### src/inc/pwm_chan_pkg.sv
// constants and types shared by the pwm channel block
// assumes a single 50 MHz system clock and no register bus
`default_nettype none
package pwm_chan_pkg;
    localparam int CNT_W = 16;
    localparam int PRE_W = 4;
    localparam logic [CNT_W-1:0] CNT_RST = 16'h0000;
    localparam logic [CNT_W-1:0] CNT_FIRST = 16'h0000;
    localparam logic [CNT_W-1:0] CNT_RESTART = 16'h0001;
    localparam logic [CNT_W-1:0] CNT_IMM_MAX = 16'h0001;
    localparam logic [CNT_W-1:0] PRD_RST = 16'h0000;
    localparam logic [CNT_W-1:0] DTY_RST = 16'h0000;
    localparam logic [PRE_W-1:0] PRE_RST = 4'h0;
    localparam logic [10:0] DIV_RST = 11'h000;
    localparam int CLK_MHZ = 50;
    // channel state, one-hot
    typedef enum logic [2:0] {
        ST_IDLE = 3'b001,
        ST_FIRST = 3'b010,
        ST_RUN = 3'b100
    } chan_state_t;
endpackage
`default_nettype wire

### src/rtl/pwm_clk_tick.sv
// clock tick generator: one-cycle pulse at clk / 2^sel for sel up to 11, clk / 2^11 for any larger sel
// assumes sel is a quasi-static control on the same clock
`default_nettype none
module pwm_clk_tick
    import pwm_chan_pkg::*;
(
    input wire logic clk_in,
    input wire logic resetn_in,
    input wire logic run_in,
    input wire logic [PRE_W-1:0] sel_in,
    output logic tick_out
);
    logic [10:0] div_r;
    logic [10:0] div_nxt;
    logic [10:0] mask;

    // free divider, cleared while the channel is stopped
    always_comb begin
        div_nxt = run_in ? div_r + 11'h001 : DIV_RST;
        // sel above 10 wraps to all ones, the slowest usable tick
        mask = (11'h001 << sel_in) - 11'h001;
        tick_out = run_in && ((div_r & mask) == mask);
    end

    always_ff @(posedge clk_in or negedge resetn_in) begin
        if (!resetn_in) begin
            div_r <= DIV_RST;
        end else begin
            div_r <= div_nxt;
        end
    end
endmodule
`default_nettype wire

### src/rtl/pwm_channel_update_logic.sv
// one pwm channel with buffered period/duty update and status flag
// assumes control strobes come from logic on CLK_IN, one cycle wide
`default_nettype none
module pwm_channel_update_logic
    import pwm_chan_pkg::*;
(
    input wire logic CLK_IN,
    input wire logic RESETN_IN,
    input wire logic ENABLE_IN,
    input wire logic DISABLE_IN,
    input wire logic CENTER_IN,
    input wire logic POL_IN,
    input wire logic [PRE_W-1:0] CLK_SEL_IN,
    input wire logic PRD_WR_IN,
    input wire logic [CNT_W-1:0] PRD_IN,
    input wire logic DTY_WR_IN,
    input wire logic [CNT_W-1:0] DTY_IN,
    input wire logic UPD_WR_IN,
    input wire logic UPD_SEL_PRD_IN,
    input wire logic [CNT_W-1:0] UPD_IN,
    output logic [CNT_W-1:0] CHANNEL_COUNTER_VALUE_OUT,
    output logic [CNT_W-1:0] CHANNEL_PERIOD_SETTING_OUT,
    output logic [CNT_W-1:0] CHANNEL_DUTY_SETTING_OUT,
    output logic CHANNEL_ACTIVE_FLAG_OUT,
    output logic UPD_PENDING_OUT,
    output logic PWM_OUT
);
    chan_state_t state_r, state_nxt;
    logic [CNT_W-1:0] cnt_r, cnt_nxt;
    logic [CNT_W-1:0] prd_r, prd_nxt;
    logic [CNT_W-1:0] dty_r, dty_nxt;
    logic [CNT_W-1:0] upd_r, upd_nxt;
    logic upd_prd_r, upd_prd_nxt;
    logic pend_r, pend_nxt;
    logic flag_r, flag_nxt;
    logic tick_seen_r, tick_seen_nxt;
    logic down_r, down_nxt;
    logic out_r, out_nxt;
    logic run;
    logic tick;
    logic period_end;
    logic wave;

    assign run = (state_r != ST_IDLE);

    pwm_clk_tick u_tick (
        .clk_in(CLK_IN),
        .resetn_in(RESETN_IN),
        .run_in(run),
        .sel_in(CLK_SEL_IN),
        .tick_out(tick)
    );

    // period end: left reaches prd, center returns to zero going down
    always_comb begin
        if (CENTER_IN) begin
            period_end = tick && down_r && (cnt_r <= CNT_RESTART);
        end else begin
            period_end = tick && (cnt_r >= prd_r);
        end
    end

    // channel state and counter
    always_comb begin
        state_nxt = state_r;
        cnt_nxt = cnt_r;
        down_nxt = down_r;
        tick_seen_nxt = tick_seen_r;
        flag_nxt = flag_r;
        unique case (state_r)
            ST_IDLE: begin
                if (ENABLE_IN) begin
                    state_nxt = ST_FIRST;
                    cnt_nxt = CNT_FIRST;
                    down_nxt = 1'b0;
                    tick_seen_nxt = 1'b0;
                    flag_nxt = 1'b1;
                end
            end
            ST_FIRST, ST_RUN: begin
                if (tick) begin
                    tick_seen_nxt = 1'b1;
                end
                if (period_end) begin
                    state_nxt = ST_RUN;
                    cnt_nxt = CENTER_IN ? CNT_FIRST : CNT_RESTART;
                    down_nxt = 1'b0;
                end else if (tick) begin
                    if (CENTER_IN && !down_r && cnt_r >= prd_r) begin
                        down_nxt = 1'b1;
                        cnt_nxt = cnt_r - 16'h0001;
                    end else if (CENTER_IN && down_r) begin
                        cnt_nxt = cnt_r - 16'h0001;
                    end else begin
                        cnt_nxt = cnt_r + 16'h0001;
                    end
                end
                if (DISABLE_IN) begin
                    // early disable stops the line, flag stays set
                    state_nxt = ST_IDLE;
                    cnt_nxt = CNT_RST;
                    flag_nxt = !tick_seen_r ? 1'b1 : 1'b0;
                end
            end
        endcase
    end

    // buffered update path; direct writes load the settings
    always_comb begin
        prd_nxt = PRD_WR_IN ? PRD_IN : prd_r;
        dty_nxt = DTY_WR_IN ? DTY_IN : dty_r;
        upd_nxt = upd_r;
        upd_prd_nxt = upd_prd_r;
        pend_nxt = pend_r;
        if (pend_r && period_end) begin
            pend_nxt = 1'b0;
            if (upd_prd_r && prd_r != PRD_RST) begin
                prd_nxt = upd_r;
            end else if (!upd_prd_r) begin
                dty_nxt = upd_r;
            end
        end
        if (UPD_WR_IN) begin
            // counter at 0/1 bypasses the buffer, as the silicon does
            if (cnt_r <= CNT_IMM_MAX) begin
                pend_nxt = 1'b0;
                if (UPD_SEL_PRD_IN && prd_r != PRD_RST) begin
                    prd_nxt = UPD_IN;
                end else if (!UPD_SEL_PRD_IN) begin
                    dty_nxt = UPD_IN;
                end
            end else begin
                pend_nxt = 1'b1;
                upd_nxt = UPD_IN;
                upd_prd_nxt = UPD_SEL_PRD_IN;
            end
        end
    end

    // waveform: plain compare in center mode, left mode gates duty 0 to inactive
    always_comb begin
        if (CENTER_IN) begin
            wave = (cnt_r < dty_r);
        end else begin
            wave = (cnt_r <= dty_r) && (dty_r > CNT_RESTART - 16'h0001);
        end
        out_nxt = (state_nxt != ST_IDLE) ? (wave ^ POL_IN) : POL_IN;
    end

    always_ff @(posedge CLK_IN or negedge RESETN_IN) begin
        if (!RESETN_IN) begin
            state_r <= ST_IDLE;
            cnt_r <= CNT_RST;
            down_r <= 1'b0;
            tick_seen_r <= 1'b0;
            flag_r <= 1'b0;
            prd_r <= PRD_RST;
            dty_r <= DTY_RST;
            upd_r <= CNT_RST;
            upd_prd_r <= 1'b0;
            pend_r <= 1'b0;
            out_r <= 1'b0;
        end else begin
            state_r <= state_nxt;
            cnt_r <= cnt_nxt;
            down_r <= down_nxt;
            tick_seen_r <= tick_seen_nxt;
            flag_r <= flag_nxt;
            prd_r <= prd_nxt;
            dty_r <= dty_nxt;
            upd_r <= upd_nxt;
            upd_prd_r <= upd_prd_nxt;
            pend_r <= pend_nxt;
            out_r <= out_nxt;
        end
    end

    assign CHANNEL_COUNTER_VALUE_OUT = cnt_r;
    assign CHANNEL_PERIOD_SETTING_OUT = prd_r;
    assign CHANNEL_DUTY_SETTING_OUT = dty_r;
    assign CHANNEL_ACTIVE_FLAG_OUT = flag_r;
    assign UPD_PENDING_OUT = pend_r;
    assign PWM_OUT = out_r;
endmodule
`default_nettype wire

### config.mk
export PLATFORM = sky130hd
export DESIGN_NAME = pwm_channel_update_logic
export DESIGN_NICKNAME = d
export VERILOG_FILES = /design/src/inc/pwm_chan_pkg.sv /design/src/rtl/pwm_clk_tick.sv /design/src/rtl/pwm_channel_update_logic.sv
export SDC_FILE = /design/constraint.sdc
export NUM_CORES = 1
export LEC_CHECK = 0
export ABC_CLOCK_PERIOD_IN_PS = 2900
export BUFFER_PORTS_ARGS = -buffer_cell sky130_fd_sc_hd__buf_2
export CAP_MARGIN = 20
export CORE_ASPECT_RATIO = 1.2
export CORE_UTILIZATION = 35
export CTS_BUF_LIST = sky130_fd_sc_hd__clkbuf_8 sky130_fd_sc_hd__clkbuf_16
export CTS_CLUSTER_SIZE = 40
export DETAILED_ROUTE_END_ITERATION = 10
export MAX_ROUTING_LAYER = met4
export SLEW_MARGIN = 20
export SYNTH_ARGS = -nofsm -noshare
export SYNTH_HDL_FRONTEND = slang
export SYNTH_SLANG_ARGS = --single-unit
### constraint.sdc
create_clock -name CLK_IN -period 2.9 [get_ports CLK_IN]
set_input_delay 0.58 -clock CLK_IN [delete_from_list [all_inputs] [get_ports CLK_IN]]
set_output_delay 0.58 -clock CLK_IN [all_outputs]
set_load 0.02 [all_outputs]
==> results.sh, run 1 <==
export IMPL_grt_pass1_wl_mm=32.7
export IMPL_max_vdd_ir_drop_mv=0.314
export IMPL_worstSkewPairLatency_ps=350
export IMPL_fill_cells=1750
export IMPL_drc=0
export IMPL_htreeDepth=3
export IMPL_seq_area_frac_synth_pct=34.1
export IMPL_status="completed"
export IMPL_place_gp_congestion=0.929
export IMPL_ios=113
export IMPL_first_pass_iters=4
export IMPL_numCtsBuffers=9
export IMPL_vias=6127
export IMPL_max_freq_mhz=362
export IMPL_cts_tree="yes"
export IMPL_final_hold_viol_count=0
export IMPL_wl_per_cell_um=18.7
export IMPL_setup_viol=0
export IMPL_grt_overflow=0
export IMPL_fin_crit_ps=2760
export IMPL_rows=52
export IMPL_worst_pin_slew_ps=771
export IMPL_hold_class="in -> async"
export IMPL_reg2reg_slack_ps=140
export IMPL_cp_arrival_ps=3000
export IMPL_clock_skew_ps=5.89
export IMPL_synth_edf_count=0
export IMPL_via_per_inst=5.54
export IMPL_area_growth_pct=23.7
export IMPL_synth_top_cells_by_area="dfrtp_1 34%, ha_1 7.5%, o21ai_0 6.3%"
export IMPL_clock_sinks=84
export IMPL_die_area_um2=18100
export IMPL_power_density_nw_per_um2=571
export IMPL_crit_path_end_kind="flop"
export IMPL_reg2reg_depth=9
export IMPL_antenna_left=0
export IMPL_final_cell_mix="111 x buf_2, 89 x nand2_1, 83 x dfrtp_1, 78 x o21ai_0, 57 x inv_1"
export IMPL_die_height_um=147
export IMPL_fin_util_pct=44.7
export IMPL_yosys_warnings=0
export IMPL_fin_crit_sh_pct=95.1
export IMPL_fin_nets=983
export IMPL_path_max_fanout=4
export IMPL_coreArea_um2=17000
export IMPL_port_buffers=112
export IMPL_cts_clk_slew_worst_paths_ps=60
export IMPL_avgSynthCellArea_um2=8.23
export IMPL_instances_no_fill=1105
export IMPL_start_kind="flop"
export IMPL_drive_gt1_share_pct=27.3
export IMPL_layout_commonest_cell="buf_2"
export IMPL_fin_setup_tns_ps=0
export IMPL_cts_root_buf="clkbuf_16"
export IMPL_grt_use_total_pct=24.6
export IMPL_final_setup_worst_slack_ps=141
export IMPL_drv_slew=0
export IMPL_yosysTopAreaCellShare_pct=33.7
export IMPL_post_cts_setup_buffers=0
export IMPL_synth_nets=848
export IMPL_dp_cells=1089
export IMPL_synthCells=749
export IMPL_synth_async_reset_ratio_pct=100
export IMPL_post_place_ws_ps=-139
export IMPL_wirelength_mm=20.7
export IMPL_cp_data_required_time_ps=3140
export IMPL_worstSetupPathType="reg -> reg"
export IMPL_r2r_end="CHANNEL_COUNTER_VALUE_OUT[13]"
export IMPL_grt_pass1_vias=6020
export IMPL_ctsHoldBuffers=0
export IMPL_antenna_found_initial=0
export IMPL_rr_startpoint="CHANNEL_PERIOD_SETTING_OUT[5]"
export IMPL_yosys_area_top_type="dfrtp_1"
export IMPL_clk_path_buf_depth=2
export IMPL_leakage_uw=0.00356
export IMPL_synth_cell_area_um2=6160
export IMPL_dp_hpwl_mm=15.9
export IMPL_synth_distinct_cells=70
export IMPL_synthFlopType="dfrtp_1"
export IMPL_max_slew_margin_pct=48.6
export IMPL_drt_iter0_markers=364
export IMPL_die_x_um=123
export IMPL_ys_ff_latch=84
export IMPL_grt_max_degree=51
export IMPL_rsz0062_at_grt="no"
export IMPL_num_antenna_cells=0
export IMPL_initial_core_util_pct=36.1
export IMPL_maxCapViolations=0
-- critical path, cell delays in order (launching register included) --
cell and delay, ps:
dfrtp_1 410, inv_1 80, ha_1 290, o21a_1 120
o211ai_1 80, a2111o_1 450, o21a_1 250, or4_1 500
a31o_1 220, mux2_2 250
-- kinds of logic (layout without fill, tap and decap cells) --
| family | Yosys count | in the layout | synth area share, % |
|---|---|---|---|
| compound gates | 235 | 235 | 24.3 |
| xor+xnor | 12 | 12 | 1.71 |
| fa+ha+maj | 37 | 37 | 7.51 |
| buf+inv | 103 | 243 | 7.09 |
| flops | 84 | 84 | 34.1 |
| mux | 27 | 27 | 4.79 |
| simple gates | 251 | 251 | 20.4 |
-- flip-flops by register name (all words and copies together) (netlist names), 3 cells and up --
signal,cells
CHANNEL_DUTY_SETTING_OUT,16
CHANNEL_COUNTER_VALUE_OUT,16
upd_r,16
CHANNEL_PERIOD_SETTING_OUT,16
state_r,3
u_tick.div_r,11
-- per-stage QoR --
step,hold slack (ps),total power [uW],instance area [um2]
3_3_place_gp,461,2960,7260
5_1_grt,326,4570,7620
6_report,274,4360,7620
2_1_floorplan,284,2440,6160
4_1_cts,300,4360,7610
3_5_place_dp,459,2970,7260
-- cell type report --
type,instances,area [um2],share of cell area [%]
Timing Repair Buffer,170,1050,13.8
Tap cell,216,270,3.55
Inverter,57,214,2.81
Clock buffer,10,239,3.14
Clock inverter,6,110,1.44
Sequential cell,84,2100,27.6
Multi-Input combinational cell,562,3640,47.7
-- cells in the mapped netlist, types with 6 or more instances --
master    instances
a21bo_2           6
a21o_1            7
a21oi_1          50
a31o_2           14
a31oi_1           9
and3_1            6
buf_2            13
clkbuf_1         24
dfrtp_1          83
ha_1             37
inv_1            56
mux2_2           20
mux2i_1           7
nand2_1          89
nand3_1          15
nand4_1          22
nor2_1           44
nor3_1           21
nor4_1            8
o21ai_0          78
o21ai_1          23
xor2_1            7
-- power breakdown --
group / internal (uW) / leakage (uW) / switching, uW
registers: 1410 / 0.00106 / 223
logic: 551 / 0.00232 / 793
clock network: 866 / 0.000171 / 513
-- repair_timing --
item                       in CTS  in global routing
setup endpoints to repair       0                  2
gates resized for setup         0                  2
hold endpoints to repair        0                  0
-- metal layers --
| layer | part of all wire, % | GRT usage (%) | vias up | wire [um] |
|---|---|---|---|---|
| met5 | 0 | - | - | 0 |
| met4 | 3.5 | 11.2 | 0 | 735 |
| met3 | 4.5 | 2.33 | 39 | 940 |
| met2 | 48 | 38.8 | 205 | 9960 |
| met1 | 44 | 31.5 | 2906 | 9070 |
| li1 | - | - | 2977 | - |
-- how the worst max path moves through the flow --
stage               cells after the start  slack (ps)                       endpoint                          start
floorplan                              12         100  CHANNEL_COUNTER_VALUE_OUT[13]                  CLK_SEL_IN[3]
global placement                       12        -100   CHANNEL_DUTY_SETTING_OUT[15]                  CLK_SEL_IN[1]
detailed placement                     12        -140    CHANNEL_DUTY_SETTING_OUT[4]                  CLK_SEL_IN[1]
CTS                                     9         160  CHANNEL_COUNTER_VALUE_OUT[13]  CHANNEL_PERIOD_SETTING_OUT[5]
global route                           13         0.8    CHANNEL_DUTY_SETTING_OUT[1]                  CLK_SEL_IN[1]
finish                                  9         140  CHANNEL_COUNTER_VALUE_OUT[13]  CHANNEL_PERIOD_SETTING_OUT[5]
Power figures use the tool's default switching activity.
==> run 2, diff against run 1 <==
- CORE_MARGIN: unset -> 3
==> run 2 against run 1 <==
First-iteration DRC count up 40%. Core utilization down 0.39 points. Clock-buffer cell count down 1. Die area up 6.1%. Largest cell class unchanged. Worst hold slack worse by 36 ps. Fmax down 2.4%. Cell count about the same.
==> results.sh, run 2 (synthesis gave the netlist of run 1 again) <==
export IMPL_antenna_left=0
export IMPL_leakage_uw=0.00351
export IMPL_maxCapViolations=0
export IMPL_fin_nets=984
export IMPL_worstSetupPathType="reg -> reg"
export IMPL_initial_core_util_pct=36.1
export IMPL_dp_hpwl_mm=16.4
export IMPL_path_max_fanout=4
export IMPL_clock_skew_ps=5.20
export IMPL_power_density_nw_per_um2=533
export IMPL_fin_crit_ps=2830
export IMPL_cts_root_buf="clkbuf_16"
export IMPL_start_kind="flop"
export IMPL_final_hold_viol_count=0
export IMPL_drv_slew=0
export IMPL_reg2reg_slack_ps=70
export IMPL_die_height_um=151
export IMPL_setup_viol=0
export IMPL_place_gp_congestion=0.924
export IMPL_status="completed"
export IMPL_vias=6285
export IMPL_worst_pin_slew_ps=740
export IMPL_rows=52
export IMPL_antenna_found_initial=0
export IMPL_layout_commonest_cell="buf_2"
export IMPL_fin_crit_sh_pct=97.5
export IMPL_ios=113
export IMPL_fin_util_pct=44.3
export IMPL_cts_clk_slew_worst_paths_ps=60
export IMPL_ctsHoldBuffers=0
export IMPL_max_stage_delay_ps=520
export IMPL_grt_overflow=0
export IMPL_hold_class="in -> async"
export IMPL_fin_area_um2=7550
export IMPL_cp_data_required_time_ps=3130
export IMPL_placed_area_um2=7240
export IMPL_max_slew_margin_pct=50.7
export IMPL_clock_sinks=84
export IMPL_numCtsBuffers=9
export IMPL_drt_iter0_markers=508
export IMPL_num_antenna_cells=0
export IMPL_die_area_um2=19200
export IMPL_max_freq_mhz=354
export IMPL_fin_setup_tns_ps=0
export IMPL_path_cells="inv_1 -> ha_1 -> o21a_1 -> o211ai_1 -> a2111o_1 -> o21a_1 -> or4_1 -> a31o_1 -> mux2_2"
export IMPL_max_vdd_ir_drop_mv=0.301
export IMPL_cts_tree="yes"
export IMPL_fill_cells=1803
export IMPL_grt_max_degree=50
export IMPL_grt_pass1_wl_mm=33.3
export IMPL_wl_per_cell_um=19.4
export IMPL_port_buffers=112
export IMPL_grt_pass1_vias=6042
export IMPL_wirelength_mm=21.4
export IMPL_via_per_inst=5.68
export IMPL_clk_path_buf_depth=2
export IMPL_drc=0
export IMPL_worstSkewPairLatency_ps=350
export IMPL_area_growth_pct=22.6
export IMPL_die_x_um=127
export IMPL_crit_slowest_cell="or4_1"
export IMPL_first_pass_iters=6
export IMPL_grt_use_total_pct=22.9
export IMPL_cp_arrival_ps=3060
export IMPL_final_cell_mix="111 x buf_2, 89 x nand2_1, 82 x dfrtp_1, 78 x o21ai_0, 59 x inv_1"
export IMPL_crit_path_end_kind="flop"
export IMPL_coreArea_um2=17000
export IMPL_drive_gt1_share_pct=27.5
export IMPL_htreeDepth=3
export IMPL_cp_common_cell="o21a_1"
==> run 2: power breakdown <==
group	switching [uW]	internal, uW	total [uW]
Sequential	187	1410	1600
Combinational	824	539	1360
Clock	494	570	1060
==> run 2: routing by layer <==
metal / GRT usage (%) / vias up / routed length [um]
met5: - / - / 0
met4: 10.4 / 0 / 813
met3: 2.79 / 59 / 1180
met2: 36.8 / 228 / 10500
met1: 29.0 / 3029 / 8900
li1: - / 2969 / -
==> run 2: what timing repair did <==
item                       CTS  global route
setup endpoints to repair    2            16
cloned                       0             1
pin swaps                    0             3
setup buffers                0             3
resized for setup            1             5
==> run 2: layout make-up <==
type | count | area (um2) | share of cell area [%]
multi-input combinational | 562 | 3640 | 48.2
clock inverter | 7 | 38.8 | 0.513
sequential | 84 | 2100 | 27.9
inverter | 57 | 214 | 2.83
clock buffer | 9 | 225 | 2.98
tap | 216 | 270 | 3.58
timing repair buffer | 171 | 1060 | 14.1
==> run 2: critical path, delay by kind of cell, from the launching register on <==
family / cells / cell delay (ps)
muxes: 1 / 260
buffers and inverters: 1 / 90
and+or+nand+nor: 1 / 520
adders and majority gates: 1 / 300
DFF: 1 / 420
AOI/OAI and AO/OA: 5 / 1130
==> run 2: metrics by stage <==
step | hold WS, ps | power [uW] | setup WS, ps | instances
after floorplan | 284 | 2440 | 99.0 | 749
after global placement | 472 | 2940 | -259 | 1086
after detailed placement | 474 | 2960 | -295 | 1086
after CTS | 266 | 4030 | 36.7 | 1102
after global routing | 298 | 4260 | -4.47 | 1106
final | 238 | 4020 | 72.9 | 1106
==> run 2: path summary, 6_finish.rpt <==
path | startpoint | to | depth (start not counted)
worst max-delay path | CHANNEL_PERIOD_SETTING_OUT[5] | CHANNEL_COUNTER_VALUE_OUT[13] | 9
worst min-delay path | RESETN_IN | u_tick.div_r[7] | 1
worst max register to register | CHANNEL_PERIOD_SETTING_OUT[5] | CHANNEL_COUNTER_VALUE_OUT[13] | 9
worst min register to register | tick_seen_r | CHANNEL_ACTIVE_FLAG_OUT | 1
max in group asynchronous | RESETN_IN | CHANNEL_DUTY_SETTING_OUT[2] | 2
min in group CLK_IN | tick_seen_r | CHANNEL_ACTIVE_FLAG_OUT | 1
